===== config.mk =====
export PLATFORM = sky130hd
export DESIGN_NAME = lam_mapper
export DESIGN_NICKNAME = d
export VERILOG_FILES = /design/src/hdl/lam_pkg.sv /design/src/hdl/lam_mapper.sv
export SDC_FILE = /design/constraint.sdc
export NUM_CORES = 1
export LEC_CHECK = 0
export BUFFER_PORTS_ARGS = -buffer_cell sky130_fd_sc_hd__clkbuf_2
export CELL_PAD_IN_SITES_DETAIL_PLACEMENT = 1
export CELL_PAD_IN_SITES_GLOBAL_PLACEMENT = 1
export CORE_UTILIZATION = 32
export DETAILED_ROUTE_END_ITERATION = 8
export GPL_TIMING_DRIVEN = 0
export PLACE_DENSITY = 0.77
export SLEW_MARGIN = 20
export SYNTH_ARGS = -nofsm -noshare
export SYNTH_HDL_FRONTEND = slang
export SYNTH_SLANG_ARGS = --single-unit

===== constraint.sdc =====
create_clock -name clk -period 1.4 [get_ports clk]
set_clock_uncertainty 0.2 [all_clocks]
set_input_delay 0.28 -clock clk [delete_from_list [all_inputs] [get_ports clk]]
set_output_delay 0.28 -clock clk [all_outputs]
set_load 0.01 [all_outputs]

===== src/hdl/lam_pkg.sv =====
// How it works
// - full rate width is fields minus one
// - full rate 24-bit row, bank, column split
// - full rate column bit zero never driven
// - half rate width is fields minus two
// - half rate 23-bit row, bank, column split
// - half rate column bits one, zero undriven
// - quarter rate width is fields minus three
// - chip width derived from rank count only
// - declare burst address need not stay constant
// - bank interleave default, other order selectable
// - config clock is the same user clock
// - all user signals on user clock
// - user reset asserts async, releases synchronously
package lam_pkg;

  // controller rate against the memory clock
  typedef enum logic [1:0] {
    LAM_RATE_FULL,
    LAM_RATE_HALF,
    LAM_RATE_QUARTER
  } lam_rate_e;

  // ordering of fields inside the local address
  typedef enum logic {
    LAM_ORDER_BANK_INTERLEAVE,
    LAM_ORDER_BANK_ROW_COL
  } lam_order_e;

  // reset-release sequencer
  typedef enum logic {
    LAM_ST_HOLD,
    LAM_ST_RUN
  } lam_state_e;

  // documented example geometry
  localparam int LAM_ROW_BITS = 13;
  localparam int LAM_BANK_BITS = 2;
  localparam int LAM_COL_BITS = 10;
  localparam int LAM_NUM_RANKS = 1;

  // low column bits dropped per rate
  localparam int LAM_DROP_FULL = 1;
  localparam int LAM_DROP_HALF = 2;
  localparam int LAM_DROP_QUARTER = 3;

  // the burst address must not be assumed constant
  localparam logic LAM_FIXED_BURST = 1'b0;

  // value of the valid flag after reset
  localparam logic LAM_VALID_RST = 1'b0;

  // column bits that one local word spans
  function automatic int lam_drop(input lam_rate_e rate);
    case (rate)
      LAM_RATE_FULL: lam_drop = LAM_DROP_FULL;
      LAM_RATE_HALF: lam_drop = LAM_DROP_HALF;
      default: lam_drop = LAM_DROP_QUARTER;
    endcase
  endfunction

endpackage


===== src/hdl/lam_mapper.sv =====
`timescale 1ns/1ns
module lam_mapper #(
  parameter lam_pkg::lam_rate_e RATE = lam_pkg::LAM_RATE_FULL,
  parameter lam_pkg::lam_order_e ORDER =
    lam_pkg::LAM_ORDER_BANK_INTERLEAVE,
  parameter int ROW_BITS = lam_pkg::LAM_ROW_BITS,
  parameter int BANK_BITS = lam_pkg::LAM_BANK_BITS,
  parameter int COL_BITS = lam_pkg::LAM_COL_BITS,
  parameter int NUM_RANKS = lam_pkg::LAM_NUM_RANKS,
  // derived, do not override
  parameter int CHIP_BITS = (NUM_RANKS > 1) ? $clog2(NUM_RANKS) : 0,
  parameter int DROP = lam_pkg::lam_drop(RATE),
  parameter int ADDR_W = CHIP_BITS + ROW_BITS + BANK_BITS + COL_BITS
    - DROP,
  parameter int CHIP_W = (CHIP_BITS > 0) ? CHIP_BITS : 1
) (
  // clock, reset, enable
  input wire logic clk,
  input wire logic reset,
  input wire logic ce,
  // user reset and config clock
  output logic user_reset_n,
  output logic csr_clk,
  // burst request from the bus master
  input wire logic req_valid,
  input wire logic burst_begin,
  input wire logic [ADDR_W-1:0] burst_addr,
  output logic req_ready,
  // slave property
  output logic fixed_burst_behavior_property,
  // memory-side fields of the captured burst
  output logic map_valid,
  output logic [CHIP_W-1:0] mem_chip,
  output logic [ROW_BITS-1:0] mem_row,
  output logic [BANK_BITS-1:0] mem_bank,
  output logic [COL_BITS-1:0] mem_col
);

  // width of the column part carried in the address
  localparam int CW = COL_BITS - DROP;

  // all state in one word
  typedef struct packed {
    lam_pkg::lam_state_e st;
    logic valid;
    logic [CHIP_W-1:0] chip;
    logic [ROW_BITS-1:0] row;
    logic [BANK_BITS-1:0] bank;
    logic [COL_BITS-1:0] col;
  } lam_state_s;

  lam_state_s state_reg; // registered state
  lam_state_s state_next; // next value

  // address widened by one zero bit above the top
  logic [ADDR_W:0] ext_addr;
  // decoded fields of the incoming address
  logic [CHIP_W-1:0] dec_chip;
  logic [ROW_BITS-1:0] dec_row;
  logic [BANK_BITS-1:0] dec_bank;
  logic [COL_BITS-1:0] dec_col;
  // start of burst accepted this cycle
  logic take;

  // sizing is fixed by the rate: minus one, two or three
  initial begin
    if (ADDR_W != CHIP_BITS + ROW_BITS + BANK_BITS + COL_BITS
        - DROP) begin
      $error("lam_mapper address width mismatch");
    end
  end

  // extra zero bit lets a single-rank build read chip as zero
  assign ext_addr = {1'b0, burst_addr};

  // chip bits always sit on top, derived width only
  assign dec_chip = ext_addr[ADDR_W-CHIP_BITS +: CHIP_W];

  // the low column bits come from nowhere: word spans them
  assign dec_col = {burst_addr[CW-1:0], {DROP{1'b0}}};

  // field split by build-time ordering
  generate
    if (ORDER == lam_pkg::LAM_ORDER_BANK_INTERLEAVE) begin : g_intl
      // row highest, then bank, then column
      assign dec_bank = burst_addr[CW +: BANK_BITS];
      assign dec_row = burst_addr[CW+BANK_BITS +: ROW_BITS];
    end else begin : g_brc
      // bank highest, then row, then column
      assign dec_row = burst_addr[CW +: ROW_BITS];
      assign dec_bank = burst_addr[CW+ROW_BITS +: BANK_BITS];
    end
  endgenerate

  // never promise a constant address over a burst
  assign fixed_burst_behavior_property = lam_pkg::LAM_FIXED_BURST;

  // config clock is the user clock itself, no crossing
  assign csr_clk = clk;

  // reset asserts with no clock, releases through the sequencer
  assign user_reset_n = !reset &&
    (state_reg.st == lam_pkg::LAM_ST_RUN);

  // ready once out of reset; no internal stall exists
  assign req_ready = user_reset_n;

  // a burst starts only on its first beat
  assign take = ce && user_reset_n && req_valid && burst_begin;

  // next state
  always_comb begin
    state_next = state_reg;
    // valid is a one-beat pulse
    state_next.valid = 1'b0;
    case (state_reg.st)
      lam_pkg::LAM_ST_HOLD: begin
        // leave hold on the first clean edge
        state_next.st = lam_pkg::LAM_ST_RUN;
      end
      lam_pkg::LAM_ST_RUN: begin
        // capture fields; later beats are not looked at
        if (take) begin
          state_next.valid = 1'b1;
          state_next.chip = dec_chip;
          state_next.row = dec_row;
          state_next.bank = dec_bank;
          state_next.col = dec_col;
        end
      end
      default: begin
        // unreachable encoding, go back to hold
        state_next.st = lam_pkg::LAM_ST_HOLD;
      end
    endcase
  end

  // register, synchronous reset, enable freezes all state
  always_ff @(posedge clk) begin
    if (reset) begin
      state_reg.st <= lam_pkg::LAM_ST_HOLD;
      state_reg.valid <= lam_pkg::LAM_VALID_RST;
      state_reg.chip <= '0;
      state_reg.row <= '0;
      state_reg.bank <= '0;
      state_reg.col <= '0;
    end else if (ce) begin
      state_reg <= state_next;
    end
  end

  // outputs straight from flops
  assign map_valid = state_reg.valid;
  assign mem_chip = state_reg.chip;
  assign mem_row = state_reg.row;
  assign mem_bank = state_reg.bank;
  assign mem_col = state_reg.col;
endmodule // lam_mapper


==> reports/qor.yml, run 1 <==
timing:
  hold_viol: 0
  finalSetupTns_ns: -2.89
  hold-worst-slack_ns: 0.0555
  max_freq_ghz: 0.642
  slew_violations: 0
  min_period_ns: 1.56
  slew_headroom_pct: 54.7
  fin_ws_ns: -0.157
  min_period_over_period_pct: 111
  worstMarginPinSlew_ns: 0.680
  setup_violations: 42
  rsz0062_at_grt: "true"
logic_synthesis:
  ys_ff_latch: 26
  synth_area_leaders: "dfxtp_1 35%, a21bo_1 16%, buf_4 15%, nand3_2 6.8%, a21oi_2 6.0%"
  async_flop_share_pct: 0
  synth_cell_types: 17
  syn_inst: 148
  yosys_warnings: 0
  seq_area_frac_synth_pct: 35.5
  synth_top_area_share_pct: 35.5
  synth-edff-count: 0
  yosys-top-cells-count: "30 x buf_4, 26 x dfxtp_1, 24 x a21bo_1"
  synth.avg_cell_area_sq_um: 9.91
  syn-cell-area_sq_um: 1470
  synth.most_common_cell: "buf_4"
  synth_largest_area_cell: "dfxtp_1"
  ys.flop_type: "dfxtp_1"
cts:
  clk_latency_ns: 0.38
  tritoncts: "yes"
  clk_pin_slew_ns: 0.10
detailed_routing:
  wl_met3_microns: 197
  top_layer: "met4"
  ant_nets: 0
  drtPass1Iterations: 4
  wl_microns: 4550
  wl_met2_microns: 2410
  dr_total_vias: 1333
  drc: 0
  drt-met1-wl_microns: 1910
  viasPerCell: 4.57
  detail_route.wl_per_cell_microns: 15.6
  drtIter0Drc: 41
layout:
  largest_reg_flops: 13
  diodes: 0
  drive_gt1_share_pct: 65.4
  areaGrowthSynthToFinish_pct: 76.1
  final_nets: 270
setup_path:
  critPathBufInv: 3
  critPathKind: "reg2reg"
  cpMostUsedCell: "buf_6"
  crit_arrival_ns: 1.66
  crit_fanout: 10
  cp_top_family: "buffers and inverters"
  cp-start-kind: "register"
  cp_data_required_time_ns: 1.50
  cpPeakStageDelay_ns: 0.34
  r2r_cells: 6
  path_cells: "buf_6 -> and4b_1 -> buf_6 -> buf_8 -> a21bo_1 -> a21oi_2"
  path_depth: 6
  slowest_stage: "dfxtp_2"
  end_kind: "register"
floorplan:
  core_sq_um: 4380
  die_h_microns: 69.7
  pin_count: 60
  die_w_microns: 69.7
  num_rows: 24
  die_area_sq_um: 4860
  start_util_pct: 33.4
global_route:
  grt_overflow: 0
  grt_use_total_pct: 17.8
  grt_pass1_vias: 1458
  grt_pass1_wl_microns: 6700
  antenna_found_initial: 0
  grt_max_degree: 16
hold_path:
  hold_class: "in2reg"
  hold_path_depth: 3
placement:
  place_hpwl_microns: 2440
  gp_congestion: 0.644
  place_ws_ns: -0.136
  port-buffer-count: 54
outcome:
  run_status: "complete, but fails checks"
  violations: "negative setup slack"
power_and_ir_drop:
  power_mw: 1.85
  peakVddDrop_mv: 0.385
  power_density_nw_per_um2: 715
  leakage_nw: 1.09
run:
  drv_cap: 0
==> report_power, final <==
| part | internal (mW) | switching (mW) | total (mW) | leakage, nW |
|---|---|---|---|---|
| Sequential | 0.749 | 0.00644 | 0.756 | 0.222 |
| Combinational | 0.157 | 0.118 | 0.275 | 0.809 |
| Clock | 0.523 | 0.293 | 0.816 | 0.0542 |
==> cell usage in the layout (no fill, tap or decap), types with 8 or more instances in the layout <==
cell / netlist / final
buf_6: 4 / 50
clkbuf_2: 0 / 29
dlygate4sd3_1: 0 / 26
dfxtp_2: 0 / 25
a21bo_1: 24 / 24
a21oi_2: 10 / 16
nand3_2: 10 / 13
nand3_1: 14 / 10
buf_4: 30 / 8
a21oi_1: 14 / 8
==> per-layer routing <==
| metal | up-vias | global-route usage [%] |
|---|---|---|
| li1 | 660 | - |
| met1 | 625 | 20.7 |
| met2 | 45 | 31.2 |
| met3 | 3 | 4.65 |
| met4 | 0 | 6.67 |
| met5 | - | 0 |
==> kinds of logic after synthesis <==
group | after synthesis | synth area share [%]
other | 1 | 0.256
and+or+nand+nor | 29 | 13.5
DFF | 26 | 35.5
buffers and inverters | 43 | 23.0
AOI/OAI and AO/OA | 49 | 27.7
==> cell type report <==
cell class              count  area, sq um
plain buffers              40          419
clock buffers               6         73.8
clock inverters             1         30.0
fillers                   446         1800
multi-input cells          81          673
flip-flops and latches     26          552
well taps                  52         65.1
repair buffers             86          769
==> final timing paths <==
kind,slack [ns],from,to
setup / recovery,-0.16,state_reg[27],mem_bank[0]
hold / removal,0.06,reset,map_valid
setup reg to reg,-0.16,state_reg[27],mem_bank[0]
hold reg to reg,0.31,map_valid,map_valid
==> through the flow <==
stage / instances / utilization [%] / area [sq um]
floorplan: 150 / - / 1480
finish: 292 / 58.9 / 2580
global placement: 256 / 41.4 / 1810
detailed placement: 256 / 41.4 / 1810
global route: 292 / 58.9 / 2580
CTS: 290 / 53.7 / 2360
==> tightest hold or removal path, stage by stage <==
cell    delay (ns)
buf_8         0.10
nor2_1        0.05
a22o_1        0.17
==> repair_timing <==
item,4_1_cts,5_1_grt
setup buffers,2,2
hold endpoints to repair,25,0
gates resized for setup,57,62
endpoints found under the setup margin,48,50
hold buffers,26,0
gates cloned,2,1
pin swaps,26,10
Note: power is estimated with default switching activity, not from simulation.
==> inputs of run 2 (changes only) <==
- ABC_CLOCK_PERIOD_IN_PS: not set -> 1400
- PLACE_DENSITY: 0.77 -> not set
- PLACE_DENSITY_LB_ADDON: not set -> 0.1
==> run 2 against run 1 <==
  * The flow still finishes with violations (negative setup slack)
  * Total power fell by 2.5%
  * Design area rose by 2.8%
  * Clock power fell by 6.9%
  * Sequential power barely moved
  * Fmax rose by 0.75%
  * Clock-buffer cell count rose by 1
  * Die area did not move
==> reports/qor.yml, run 2 (synthesis results as in run 1) <==
timing:
  slew_headroom_pct: 51.4
  setup_violations: 43
  finalSetupTns_ns: -1.68
  max_freq_ghz: 0.647
  fin_ws_ns: -0.146
  min_period_ns: 1.55
  hold_viol: 0
  slew_violations: 0
  hold-worst-slack_ns: 0.0442
  min_period_over_period_pct: 110
  worstMarginPinSlew_ns: 0.729
  rsz0062_at_grt: "true"
layout:
  final_cell_area_sq_um: 2660
  final_cell_mix: "48 x buf_6, 29 x clkbuf_2, 26 x dlygate4sd3_1"
  multi_input_area_sq_um: 724
  seq_area_sq_um: 552
  fill_cells: 472
  final_nets: 270
  largest_reg_flops: 13
  areaGrowthSynthToFinish_pct: 81.1
  final_common_cell: "buf_6"
  drive_gt1_share_pct: 68.3
  diodes: 0
global_route:
  grt_overflow: 0
  grt_max_degree: 15
  grt_pass1_wl_microns: 7350
  antenna_found_initial: 0
  grt_use_total_pct: 19.8
  grt_pass1_vias: 1487
floorplan:
  start_util_pct: 33.4
  num_rows: 24
  die_area_sq_um: 4860
  pin_count: 60
  die_h_microns: 69.7
  core_sq_um: 4380
  die_w_microns: 69.7
power_and_ir_drop:
  p_sw_mw: 0.444
  clock_power_share_pct: 42.2
  p_int_mw: 1.36
  leakage_nw: 1.09
  seqPwrFrac_pct: 42.0
  power_density_nw_per_um2: 678
  peakVddDrop_mv: 0.393
  switching_share_pct: 24.6
  combinationalPowerShare_pct: 15.8
detailed_routing:
  ant_nets: 0
  drc: 0
  detail_route.wl_per_cell_microns: 15.5
  drtPass1Iterations: 3
  wl_microns: 4530
  viasPerCell: 4.66
  drtIter0Drc: 25
  dr_total_vias: 1360
setup_path:
  path_cells: "nor2b_4 -> buf_6 -> buf_6"
  critPathBufInv: 2
  crit_fanout: 3
  crit_arrival_ns: 1.07
  cp_data_required_time_ns: 0.92
  slowest_stage: "dfxtp_2"
  end_kind: "primary output"
  cpMostUsedCell: "buf_6"
  cp_top_family: "flip-flops"
  cpPeakStageDelay_ns: 0.35
  critPathKind: "reg2out"
  cp-start-kind: "register"
hold_path:
  hold_class: "in2reg"
placement:
  gp_congestion: 0.674
  place_hpwl_microns: 2610
  dpl_cell_area_sq_um: 1810
  port-buffer-count: 54
run:
  drv_cap: 0
cts:
  clk_pin_slew_ns: 0.09
  clk_latency_ns: 0.37
  tritoncts: "yes"
outcome:
  violations: "negative setup slack"
  run_status: "complete, but fails checks"
==> run 2: cell types whose count changed in the layout (fill, tap and decap cells not counted), sizes merged <==
cell	previous run	this run
bufinv	1	0
buf	66	67
==> run 2: tightest hold or removal path, delay by kind of cell <==
kind | cells | cell delay [ns]
buffers and inverters | 1 | 0.09
and+or+nand+nor | 1 | 0.09
AOI/OAI and AO/OA | 1 | 0.13
==> run 2: path summary, 6_finish.rpt <==
path | from | endpoint | slack (ns) | depth (start not counted)
worst max register to register | state_reg[27] | mem_col[2] | -0.10 | 6
worst max-delay path | state_reg[27] | user_reset_n | -0.15 | 3
worst min-delay path | ce | map_valid | 0.04 | 3
worst min register to register | state_reg[27] | state_reg[27] | 0.29 | 2
==> run 2: routing by layer <==
layer	part of all wire [%]	GRT usage (%)	vias up
li1	-	-	667
met1	40	21.2	647
met2	55	36.4	38
met3	3.7	5.23	8
met4	1.2	8.44	0
met5	0	0	-
==> run 2: area by class of cell <==
| class | count | share of cell area [%] |
|---|---|---|
| timing repair buffer | 89 | 31.3 |
| multi-input combinational | 81 | 27.3 |
| sequential | 26 | 20.8 |
| buffer | 37 | 14.5 |
| clock buffer | 7 | 3.68 |
| tap | 52 | 2.45 |
==> run 2: stage by stage <==
step	instances	utilization [%]	total power, mW	worst slack (ns)
final	292	60.6	1.80	-0.146
after floorplan	150	-	0.929	-0.0311
after detailed placement	256	41.4	1.02	-0.179
after global routing	292	60.6	1.89	-0.219
after global placement	256	41.4	1.02	-0.143
after CTS	294	60.2	1.79	-0.149
==> run 2: what timing repair did <==
item	4_1_cts	5_1_grt
gates resized for setup	98	14
gates cloned	4	0
hold endpoints to repair	25	0
pin swaps	46	15
buffers inserted	6	1
endpoints found under the setup margin	51	49
hold buffers	26	0
==> run 2: power by group through the flow <==
stage | clock network [mW] | registers [mW] | logic [mW]
floorplan | 0.0589 | 0.769 | 0.102
global placement | 0.0827 | 0.770 | 0.168
detailed placement | 0.0827 | 0.770 | 0.172
CTS | 0.759 | 0.756 | 0.278
global route | 0.833 | 0.757 | 0.303
finish | 0.760 | 0.756 | 0.284
